## src/dsl_defines.svh

```systemverilog
// timing counts and frame layout for the dual serial load link
`ifndef DSL_DEFINES_SVH
`define DSL_DEFINES_SVH
`define DSL_FRAME_BITS 16
`define DSL_CODE_BITS 14
`define DSL_HALF_CYC 4
`define DSL_LOAD_CYC 2
`define DSL_GAP_CYC 2
`define DSL_FIFO_DEPTH 8
`endif

```

## src/dsl_pkg.sv

```systemverilog
// types shared by both ends of the dual serial load link
package dsl_pkg;
    typedef logic [15:0] dsl_word_t;
    typedef enum logic [4:0] {
        ST_IDLE = 5'b00001,
        ST_SHIFT = 5'b00010,
        ST_LOAD = 5'b00100,
        ST_GAP = 5'b01000,
        ST_START = 5'b10000
    } dsl_state_t;
endpackage

```

## src/dsl_link_if.sv

```systemverilog
// pin-level link between the controller end and the converter end
`timescale 1ns/1ps
interface dsl_link_if;
    logic frame_sync_a_n;
    logic shift_clock_a;
    logic serial_in_a;
    logic load_strobe_a_n;
    logic frame_sync_b_n;
    logic shift_clock_b;
    logic serial_in_b;
    logic load_strobe_b_n;
    modport ctl (
        output frame_sync_a_n, shift_clock_a, serial_in_a, load_strobe_a_n,
        output frame_sync_b_n, shift_clock_b, serial_in_b, load_strobe_b_n
    );
    modport dev (
        input frame_sync_a_n, shift_clock_a, serial_in_a, load_strobe_a_n,
        input frame_sync_b_n, shift_clock_b, serial_in_b, load_strobe_b_n
    );
endinterface

```

## src/dsl_fifo.sv

```systemverilog
// word buffer with valid and ready on both sides
`timescale 1ns/1ps
module dsl_fifo #(
    parameter int WIDTH = 17,
    parameter int DEPTH = 8
) (
    input wire logic clock,
    input wire logic rst,
    input wire logic [WIDTH-1:0] in_data,
    input wire logic in_valid,
    output logic in_ready,
    output logic [WIDTH-1:0] out_data,
    output logic out_valid,
    input wire logic out_ready
);
    localparam int AW = $clog2(DEPTH);
    logic [WIDTH-1:0] mem [DEPTH];
    logic [AW-1:0] wr_ptr;
    logic [AW-1:0] rd_ptr;
    logic [AW:0] count;
    logic [AW:0] next_count;
    logic push;
    logic pop;

    assign push = in_valid && in_ready;
    assign pop = out_valid && out_ready;
    assign out_valid = (count != '0);
    assign out_data = mem[rd_ptr];

    // storage, written only on accepted pushes
    always_ff @(posedge clock) begin
        if (push) begin
            mem[wr_ptr] <= in_data;
        end
    end

    // pointers wrap at the depth, which need not be a power of two
    always_ff @(posedge clock) begin
        if (rst) begin
            wr_ptr <= '0;
            rd_ptr <= '0;
        end else begin
            if (push) begin
                wr_ptr <= (wr_ptr == AW'(DEPTH-1)) ? '0 : wr_ptr + 1'b1;
            end
            if (pop) begin
                rd_ptr <= (rd_ptr == AW'(DEPTH-1)) ? '0 : rd_ptr + 1'b1;
            end
        end
    end

    // next fill level
    always_comb begin
        next_count = count;
        if (push && !pop) begin
            next_count = count + 1'b1;
        end else if (pop && !push) begin
            next_count = count - 1'b1;
        end
    end

    // fill level; ready is kept in a flop so the port has no logic path
    always_ff @(posedge clock) begin
        if (rst) begin
            count <= '0;
            in_ready <= 1'b1;
        end else begin
            count <= next_count;
            in_ready <= (next_count != (AW+1)'(DEPTH));
        end
    end
endmodule

```

## src/dsl_ctl_end.sv

```systemverilog
// controller end: buffered words shifted out on either channel
`timescale 1ns/1ps
`include "dsl_defines.svh"
module dsl_ctl_end
    import dsl_pkg::*;
#(
    parameter int HALF_CYC = `DSL_HALF_CYC,
    parameter int DEPTH = `DSL_FIFO_DEPTH
) (
    input wire logic clock,
    input wire logic rst,
    dsl_link_if.ctl link,
    input wire logic [15:0] word_data,
    input wire logic word_chan,
    input wire logic word_valid,
    output logic word_ready,
    input wire logic auto_load_a,
    input wire logic auto_load_b,
    output logic busy
);
    localparam int BW = $clog2(`DSL_FRAME_BITS + 1);
    localparam int DW = $clog2(HALF_CYC + 1);

    logic [16:0] fifo_data;
    logic fifo_valid;
    logic fifo_take;
    logic fifo_ready;
    dsl_state_t state;
    logic [DW-1:0] div;
    logic tick;
    logic [BW-1:0] bits_sent;
    logic [3:0] wait_cnt;
    dsl_word_t word;
    logic chan;
    logic [1:0] auto_mode;
    logic [1:0] fs_n;
    logic [1:0] sck;
    logic [1:0] sd;
    logic [1:0] ld_n;

    // the fifo is drained only between frames, so it backs up onto the user
    dsl_fifo #(.WIDTH(17), .DEPTH(DEPTH)) u_fifo (
        .clock(clock),
        .rst(rst),
        .in_data({word_chan, word_data}),
        .in_valid(word_valid),
        .in_ready(fifo_ready),
        .out_data(fifo_data),
        .out_valid(fifo_valid),
        .out_ready(fifo_take)
    );
    assign word_ready = fifo_ready;
    assign fifo_take = (state == ST_IDLE);
    assign auto_mode = {auto_load_b, auto_load_a};

    // half-period divider for the shift clock, held in idle
    always_ff @(posedge clock) begin
        if (rst || state == ST_IDLE) begin
            div <= '0;
            tick <= 1'b0;
        end else if (div == DW'(HALF_CYC - 1)) begin
            div <= '0;
            tick <= 1'b1;
        end else begin
            div <= div + 1'b1;
            tick <= 1'b0;
        end
    end

    // frame sequencer: sync fall, data, sixteen clock falls, load strobe unless the channel is in auto mode
    always_ff @(posedge clock) begin
        if (rst) begin
            state <= ST_IDLE;
            word <= '0;
            chan <= 1'b0;
            bits_sent <= '0;
            wait_cnt <= '0;
        end else begin
            unique case (state)
                ST_IDLE: begin
                    if (fifo_valid) begin
                        word <= fifo_data[15:0];
                        chan <= fifo_data[16];
                        bits_sent <= '0;
                        state <= ST_START;
                    end
                end
                ST_START: begin
                    if (tick) begin
                        state <= ST_SHIFT;
                    end
                end
                ST_SHIFT: begin
                    if (tick && sck[chan]) begin
                        bits_sent <= bits_sent + 1'b1;
                    end else if (tick) begin
                        word <= {word[14:0], 1'b0};
                        if (bits_sent == BW'(`DSL_FRAME_BITS)) begin
                            wait_cnt <= '0;
                            state <= auto_mode[chan] ? ST_GAP : ST_LOAD;
                        end
                    end
                end
                ST_LOAD: begin
                    if (tick) begin
                        wait_cnt <= wait_cnt + 1'b1;
                        if (wait_cnt == 4'(`DSL_LOAD_CYC - 1)) begin
                            wait_cnt <= '0;
                            state <= ST_GAP;
                        end
                    end
                end
                ST_GAP: begin
                    if (tick) begin
                        wait_cnt <= wait_cnt + 1'b1;
                        if (wait_cnt == 4'(`DSL_GAP_CYC - 1)) begin
                            state <= ST_IDLE;
                        end
                    end
                end
            endcase
        end
    end

    // pins: sync low for the frame, data set up while the clock is high
    always_ff @(posedge clock) begin
        if (rst) begin
            fs_n <= 2'h3;
            sck <= 2'h3;
            sd <= 2'h0;
        end else begin
            fs_n <= 2'h3;
            sck <= 2'h3;
            sd <= 2'h0;
            if (state == ST_START) begin
                fs_n[chan] <= 1'b0;
            end else if (state == ST_SHIFT) begin
                fs_n[chan] <= 1'b0;
                sck[chan] <= tick ? !sck[chan] : sck[chan];
                sd[chan] <= word[15];
                if (tick && !sck[chan]
                    && bits_sent == BW'(`DSL_FRAME_BITS)) begin
                    fs_n[chan] <= 1'b1;
                end
            end
        end
    end

    // strobe: held low in auto mode, else one pulse after the frame
    always_ff @(posedge clock) begin
        if (rst) begin
            ld_n <= 2'h3;
        end else begin
            ld_n <= ~auto_mode;
            if (state == ST_LOAD) begin
                ld_n[chan] <= 1'b0;
            end
        end
    end

    // busy whenever a frame or its load is under way
    always_ff @(posedge clock) begin
        if (rst) begin
            busy <= 1'b0;
        end else begin
            busy <= (state != ST_IDLE) || fifo_valid;
        end
    end

    assign link.frame_sync_a_n = fs_n[0];
    assign link.frame_sync_b_n = fs_n[1];
    assign link.shift_clock_a = sck[0];
    assign link.shift_clock_b = sck[1];
    assign link.serial_in_a = sd[0];
    assign link.serial_in_b = sd[1];
    assign link.load_strobe_a_n = ld_n[0];
    assign link.load_strobe_b_n = ld_n[1];
endmodule

```

## src/flat_wrapper.sv

```systemverilog
// flat-port wrapper written by rule: the top's interface ports become plain ports
module dsl_ctl_end_flat import dsl_pkg::*;
#(
    parameter int HALF_CYC = `DSL_HALF_CYC,
    parameter int DEPTH = `DSL_FIFO_DEPTH
)
  (clock, rst, word_data, word_chan, word_valid, word_ready, auto_load_a, auto_load_b, busy, link_frame_sync_a_n, link_shift_clock_a, link_serial_in_a, link_load_strobe_a_n, link_frame_sync_b_n, link_shift_clock_b, link_serial_in_b, link_load_strobe_b_n);
  dsl_link_if link_i ();
  input wire logic clock;
  input wire logic rst;
  input wire logic [15:0] word_data;
  input wire logic word_chan;
  input wire logic word_valid;
  output logic word_ready;
  input wire logic auto_load_a;
  input wire logic auto_load_b;
  output logic busy;
  output wire logic [$bits(link_i.frame_sync_a_n)-1:0] link_frame_sync_a_n;
  output wire logic [$bits(link_i.shift_clock_a)-1:0] link_shift_clock_a;
  output wire logic [$bits(link_i.serial_in_a)-1:0] link_serial_in_a;
  output wire logic [$bits(link_i.load_strobe_a_n)-1:0] link_load_strobe_a_n;
  output wire logic [$bits(link_i.frame_sync_b_n)-1:0] link_frame_sync_b_n;
  output wire logic [$bits(link_i.shift_clock_b)-1:0] link_shift_clock_b;
  output wire logic [$bits(link_i.serial_in_b)-1:0] link_serial_in_b;
  output wire logic [$bits(link_i.load_strobe_b_n)-1:0] link_load_strobe_b_n;
  assign link_frame_sync_a_n = link_i.frame_sync_a_n;
  assign link_shift_clock_a = link_i.shift_clock_a;
  assign link_serial_in_a = link_i.serial_in_a;
  assign link_load_strobe_a_n = link_i.load_strobe_a_n;
  assign link_frame_sync_b_n = link_i.frame_sync_b_n;
  assign link_shift_clock_b = link_i.shift_clock_b;
  assign link_serial_in_b = link_i.serial_in_b;
  assign link_load_strobe_b_n = link_i.load_strobe_b_n;
  dsl_ctl_end #(.HALF_CYC(HALF_CYC), .DEPTH(DEPTH)) u_core (.clock(clock), .rst(rst), .link(link_i), .word_data(word_data), .word_chan(word_chan), .word_valid(word_valid), .word_ready(word_ready), .auto_load_a(auto_load_a), .auto_load_b(auto_load_b), .busy(busy));
endmodule
```

## config.mk

```make
export PLATFORM = sky130hd
export DESIGN_NAME = dsl_ctl_end_flat
export DESIGN_NICKNAME = d
export VERILOG_FILES = /design/src/dsl_pkg.sv /design/src/dsl_link_if.sv /design/src/dsl_fifo.sv /design/src/dsl_ctl_end.sv /design/src/flat_wrapper.sv
export VERILOG_INCLUDE_DIRS = /design/src /design/src/src
export SDC_FILE = /design/constraint.sdc
export NUM_CORES = 1
export LEC_CHECK = 0
export BUFFER_PORTS_ARGS = -buffer_cell sky130_fd_sc_hd__buf_4
export CAP_MARGIN = 5
export CORE_AREA = 4 4 91 178
export DETAILED_ROUTE_END_ITERATION = 10
export DIE_AREA = 0 0 95 182
export PLACE_DENSITY = 0.71
export SETUP_SLACK_MARGIN = 0.5
export SLEW_MARGIN = 10
export SYNTH_ARGS = -nofsm -noshare
export SYNTH_HDL_FRONTEND = slang
export SYNTH_HIERARCHICAL = 1
export SYNTH_SLANG_ARGS = --single-unit
```

## constraint.sdc

```tcl
create_clock -name clock -period 8.3 [get_ports clock]
set_input_delay 1.66 -clock clock [delete_from_list [all_inputs] [get_ports clock]]
set_output_delay 1.66 -clock clock [all_outputs]
set_load 0.01 [all_outputs]
```

---- Word level (Yosys, flattened, before mapping) ----
Memories as Yosys holds them, arrays and structs flattened. A register that Yosys moved wholly into a read port is not among the register bits.
Cells that the tools add are included.
cells by class
  add/sub/neg operators ................... 7
  $lt $le $gt $ge ......................... 2
  equal/unequal tests ..................... 22
  mux-type cells .......................... 45
  bitwise logic cells ..................... 7
  reductions and logical operators ........ 23
operators with widths
  cell                                            number
  2-to-1 mux 5 bit                                11
  2-to-1 mux 16 bit                               3
  2-to-1 mux 4 bit                                9
  case mux 16 bit (2 select lines)                1
  case mux 5 bit (5 select lines)                 1
  != test 2 x 1 -> 1 bit (second input constant)  8
  2-to-1 mux 3 bit                                4
  case mux 4 bit (3 select lines)                 1
  == test 5 bit (second input constant)           2
  case mux 5 bit (2 select lines)                 1
  adder 3 x 1 -> 3 bit (second input constant)    3
  2-to-1 mux 1 bit                                9
  AND reduction 9 bit                             1
  adder 4 x 1 -> 4 bit (second input constant)    2
  logical AND 1 bit                               8
  2-to-1 mux 2 bit                                4
  == test 3 bit (second input constant)           2
  AND reduction 6 bit                             1
  adder 5 x 1 -> 5 bit (second input constant)    1
  == test 5 x 1 -> 1 bit (second input constant)  1
  == test 5 x 2 -> 1 bit (second input constant)  1
  == test 5 x 3 -> 1 bit (second input constant)  1
  == test 5 x 4 -> 1 bit (second input constant)  1
  != test 5 x 1 -> 1 bit (second input constant)  1
  other kinds (22)                                29
word-level totals
  register bits ........................... 55
  bits in writable memories ............... 136
  input port bits ......................... 22
  output and inout bits ................... 10
  memories kept ........................... 1
memories
  name               words  bits a word  read ports  clocked after memory_dff  write ports  RTL line        source
  u_core.u_fifo.mem  8      17           1           1                         1            dsl_fifo.sv:17  logic [WIDTH-1:0] mem [DEPTH];

---- Depth between registers and ports, before layout ----
  depth after elaboration ................. 9
  depth in mapped cells ................... 9
  gate-level depth less buffers ........... 7

---- Hierarchy ----
Netlist, hierarchy kept.
by module, submodules not included
  module       times used  cells each  area each (sq um)  sequential area each (sq um)
  dsl_fifo     1           287         5874.4             4364.2
  dsl_ctl_end  1           252         2119.5             880.8

---- Worst setup path before layout ----
No wires, ideal clock.
  path kind ............................... input port to flip-flop
  start ................................... input port word_valid
  end ..................................... memory u_core.u_fifo.mem[0][0], enable pin
  arrival ................................. 3.619 ns
  path slack .............................. 4.246 ns
  cell stages on the path ................. 3
  buffers on the path ..................... 1
  cell sequence ........................... nand2_4 clkbuf_1 nor4_1
on the way
  word-level cells in the longest chain between the ends .. 3
ends and longest elaborated chain
  element                                 RTL line            source
  start: declaration                      flat_wrapper.sv:13  input wire logic word_valid;
  logical AND 1 bit                       dsl_fifo.sv:25      assign push = in_valid && in_ready;
  2-to-1 mux 1 bit                        dsl_fifo.sv:32      if (push) begin
  2-to-1 mux 1 bit (not written as such)  dsl_fifo.sv:33      mem[wr_ptr] <= in_data;
  end: declaration                        dsl_fifo.sv:17
Every way passes these cells.

---- Worst setup path after layout ----
  start ................................... register u_core.u_fifo.count[0]
  end ..................................... register u_core.word[10]
on the way
  word-level cells in the longest chain between the ends .. 3
ends and longest elaborated chain
  element                           RTL line           source
  start: declaration                dsl_fifo.sv:20     logic [AW:0] count;
  start signal: assignment          dsl_fifo.sv:68     count <= next_count;
  nonzero test 4 bit                dsl_fifo.sv:27     assign out_valid = (count != '0);
  net u_core.fifo_valid             dsl_ctl_end.sv:25  logic fifo_valid;
  != test 2 x 1 -> 1 bit (no line)  n/a
  AND reduction 4 bit (no line)     n/a
  end signal: assignment            dsl_ctl_end.sv:82  word <= fifo_data[15:0];
  end signal: assignment            dsl_ctl_end.sv:97  word <= {word[14:0], 1'b0};
  end: declaration                  dsl_ctl_end.sv:33  dsl_word_t word;
The timed path passes the listed nets, and every way through them passes these cells.
A chain may end at the register's enable or synchronous reset.

==> impl_metrics.py <==
metrics = {
    "sta": {
        "fmax_ghz": 0.3520,
        "rsz0062_at_grt": "no",
        "period_needed_ns": 2.841,
        "skew_ns": 0.008970,
        "worstMarginPinSlew_ns": 0.9669,
        "final_hold_viol_count": 0,
        "timing.final.crit_share": 0.3423,
        "final.setup.tns_ns": 0,
        "setup_viol": 0,
        "maxSlewHeadroom": 0.3554,
        "slew_viol_final": 0,
    },
    "drt": {
        "drtAntennaViolNets": 0,
        "wire_per_inst_um": 19.19,
        "via_count": 4480,
        "routed_wl_um": 14890,
        "drt_iter0_markers": 291,
        "firstDrtPassIters": 4,
        "drc": 0,
        "avgViaCountPerCell": 5.773,
    },
    "die": {
        "die_w_um": 95,
        "boundaryPins": 32,
        "die_area_um2": 17290,
        "num_rows": 63,
        "coreArea_um2": 14820,
        "start_util": 0.5394,
        "die_h_um": 182,
    },
    "power": {
        "powerDensity_nw_per_um2": 273.6,
        "p_total_uw": 2444,
        "p_switching_uw": 700.9,
        "clkPwrFrac": 0.298,
        "vdd.ir_drop.worst_uv": 134.3,
        "switching_share": 0.2868,
        "combPwrFrac": 0.218,
        "power_leakage_uw": 0.002939,
        "intPower_uw": 1743,
        "power_frac_seq": 0.485,
    },
    "clock_network": {
        "cts_root_buf": "clkbuf_16",
        "cts_resized": 0,
        "numCtsBuffers": 17,
        "holdBufCountCts": 0,
        "cts_tree": "yes",
        "path_clk_slew_ns": 0.07,
        "clock_tree.buffer_depth": 2,
        "post-cts-setup-buffer-count": 0,
        "h-tree-depth": 4,
        "cts_num_sinks": 194,
        "worst_skew_pair.late_latency_ns": 0.43,
    },
    "logic_synthesis": {
        "synthDistinctLibCells": 60,
        "synth_nets": 575,
        "ys.flop_type": "edfxtp_1",
        "synth_edf_count": 136,
        "yosysTopAreaCellShare": 0.5109,
        "synth_common_cells": "136 x edfxtp_1, 58 x dfxtp_1, 53 x nand2_1",
        "synthTopCellsByArea": "edfxtp_1 51%, dfxtp_1 15%, mux4_2 9.6%",
        "yosysSeqAreaShare": 0.6561,
        "async_reset_ff_frac": 0,
        "syn_avg_cell_area_um2": 14.83,
        "synth_largest_area_cell": "edfxtp_1",
        "ys_warn_count": 6,
        "yosysMostFrequentCell": "edfxtp_1",
        "synth_cells": 539,
        "synth_seq_cells": 194,
        "synth_area_um2": 7994,
    },
    "finish": {
        "diodes": 0,
        "drive_above_1_share": 0.2410,
        "n_fill_cell": 1171,
        "multiInputGateArea_um2": 2554,
        "final-seq-area_um2": 5246,
        "final_nets": 604,
        "areaGrowthSynthToFinish_pct": 11.72,
    },
    "min_path": {
        "hold_class": "flop to flop",
        "min_from": "u_core/div[0]",
    },
    "worst_setup_path": {
        "r2r-start": "u_core/u_fifo/count[0]",
        "cp_max_fo": 31,
        "cp_data_arrival_time_ns": 3.17,
        "start_kind": "flop",
        "end_kind": "flop",
        "cp-startpoint": "u_core/u_fifo/count[0]",
        "cp_data_required_time_ns": 8.63,
        "critPathKind": "flop to flop",
    },
    "place": {
        "hpwl_um": 9869,
        "place.gp.congestion": 0.9163,
        "io_buffers": 31,
    },
    "status": {
        "status": "completed",
    },
    "grt": {
        "grt_usage": 0.1905,
        "grt_pass1_vias": 4734,
        "grt_overflow": 0,
        "antenna_found_initial": 0,
        "grt_max_degree": 47,
        "grt_first_pass_wirelength_um": 24540,
    },
    "run": {
        "drv_cap": 0,
    },
}
-- metal layers --
layer | vias up | wire length (um) | GRT usage
met3 | 22 | 383 | 0.03607
li1 | 2110 | - | -
met4 | 0 | 361 | 0.07866
met1 | 2273 | 5521 | 0.2078
met5 | - | 0 | 0
met2 | 75 | 8625 | 0.3510
-- cells in the final DEF, fill, tap and decap left out, drive strengths merged, types with 2 or more instances in the layout --
| cell | count |
|---|---|
| a21oi | 21 |
| nand2 | 55 |
| or3b | 5 |
| clkinvlp | 3 |
| xnor2 | 7 |
| edfxtp | 136 |
| nor3 | 11 |
| and3 | 4 |
| inv | 17 |
| a211oi | 3 |
| mux4 | 34 |
| o32ai | 3 |
| nor3b | 6 |
| dfxtp | 58 |
| o21ai | 5 |
| nand3b | 3 |
| nor4b | 6 |
| or3 | 3 |
| nand3 | 11 |
| clkinv | 8 |
| nand2b | 5 |
| ha | 14 |
| buf | 42 |
| clkbuf | 18 |
| nor2 | 41 |
| a311oi | 16 |
| nor4 | 4 |
| nor2b | 2 |
| mux2 | 18 |
| and2 | 3 |
-- path summary, 6_finish.rpt --
kind / cells after the start / slack, ns / endpoint
setup / recovery: 7 / 5.46 / u_core/word[10]
hold reg to reg: 1 / 0.44 / u_core/div[0]
setup reg to reg: 7 / 5.46 / u_core/word[10]
hold / removal: 1 / 0.44 / u_core/div[0]
-- registers in the layout (all words and copies together) (netlist names), 3 cells and up, named ones only --
| name | flops |
|---|---|
| u_core/u_fifo/mem | 136 |
| u_core/word | 16 |
| u_core/bits_sent | 5 |
| u_core/state | 5 |
| u_core/u_fifo/count | 4 |
| u_core/wait_cnt | 4 |
| u_core/div | 3 |
| u_core/u_fifo/rd_ptr | 3 |
| u_core/u_fifo/wr_ptr | 3 |
-- stage by stage --
stage / hold WS [ns] / instance area [um2] / util / std cells / setup WS (ns)
global route: 0.4690 / 8931 / 0.6027 / 776 / 5.206
finish: 0.4374 / 8931 / 0.6027 / 776 / 5.459
floorplan: 0.4080 / 7994 / - / 539 / 4.246
global placement: 0.4152 / 8412 / 0.5676 / 744 / 5.364
CTS: 0.4486 / 8931 / 0.6027 / 776 / 5.439
detailed placement: 0.4347 / 8412 / 0.5676 / 744 / 5.326
-- worst max-delay path, cell delays in order, from the launching register on --
cell and delay [ns]:
dfxtp_1 0.39, inv_1 0.12, ha_1 0.25, or3b_1 0.41, and3_1 0.37, o22a_1 0.81
nor2_1 0.10, a311oi_1 0.29
-- cell type report --
class | instances | share of cell area
Clock buffer | 18 | 0.04805
Clock inverter | 14 | 0.01009
Inverter | 14 | 0.005884
Multi-Input combinational cell | 299 | 0.2859
Sequential cell | 194 | 0.5874
Tap cell | 195 | 0.02732
Timing Repair Buffer | 42 | 0.03530
-- power groups by stage --
stage,sequential [uW],combinational (uW),clock [uW]
final,1180,532,727
after global routing,1190,594,788
after CTS,1180,536,744
after detailed placement,1200,533,0
after global placement,1200,517,0
after floorplan,1180,458,0
-- logic make-up (layout without fill, tap and decap cells) --
| group | count (synthesis) | after routing | synth area share |
|---|---|---|---|
| multiplexers | 53 | 53 | 0.1224 |
| adder cells (fa/ha/maj) | 14 | 14 | 0.02191 |
| AND/OR/NAND/NOR | 164 | 164 | 0.1063 |
| XOR/XNOR | 8 | 8 | 0.01111 |
| buffers and inverters | 46 | 88 | 0.02770 |
| flip-flops | 194 | 194 | 0.6561 |
| AO/OA/AOI/OAI | 60 | 60 | 0.05447 |
Note: power is estimated with default switching activity, not from simulation.
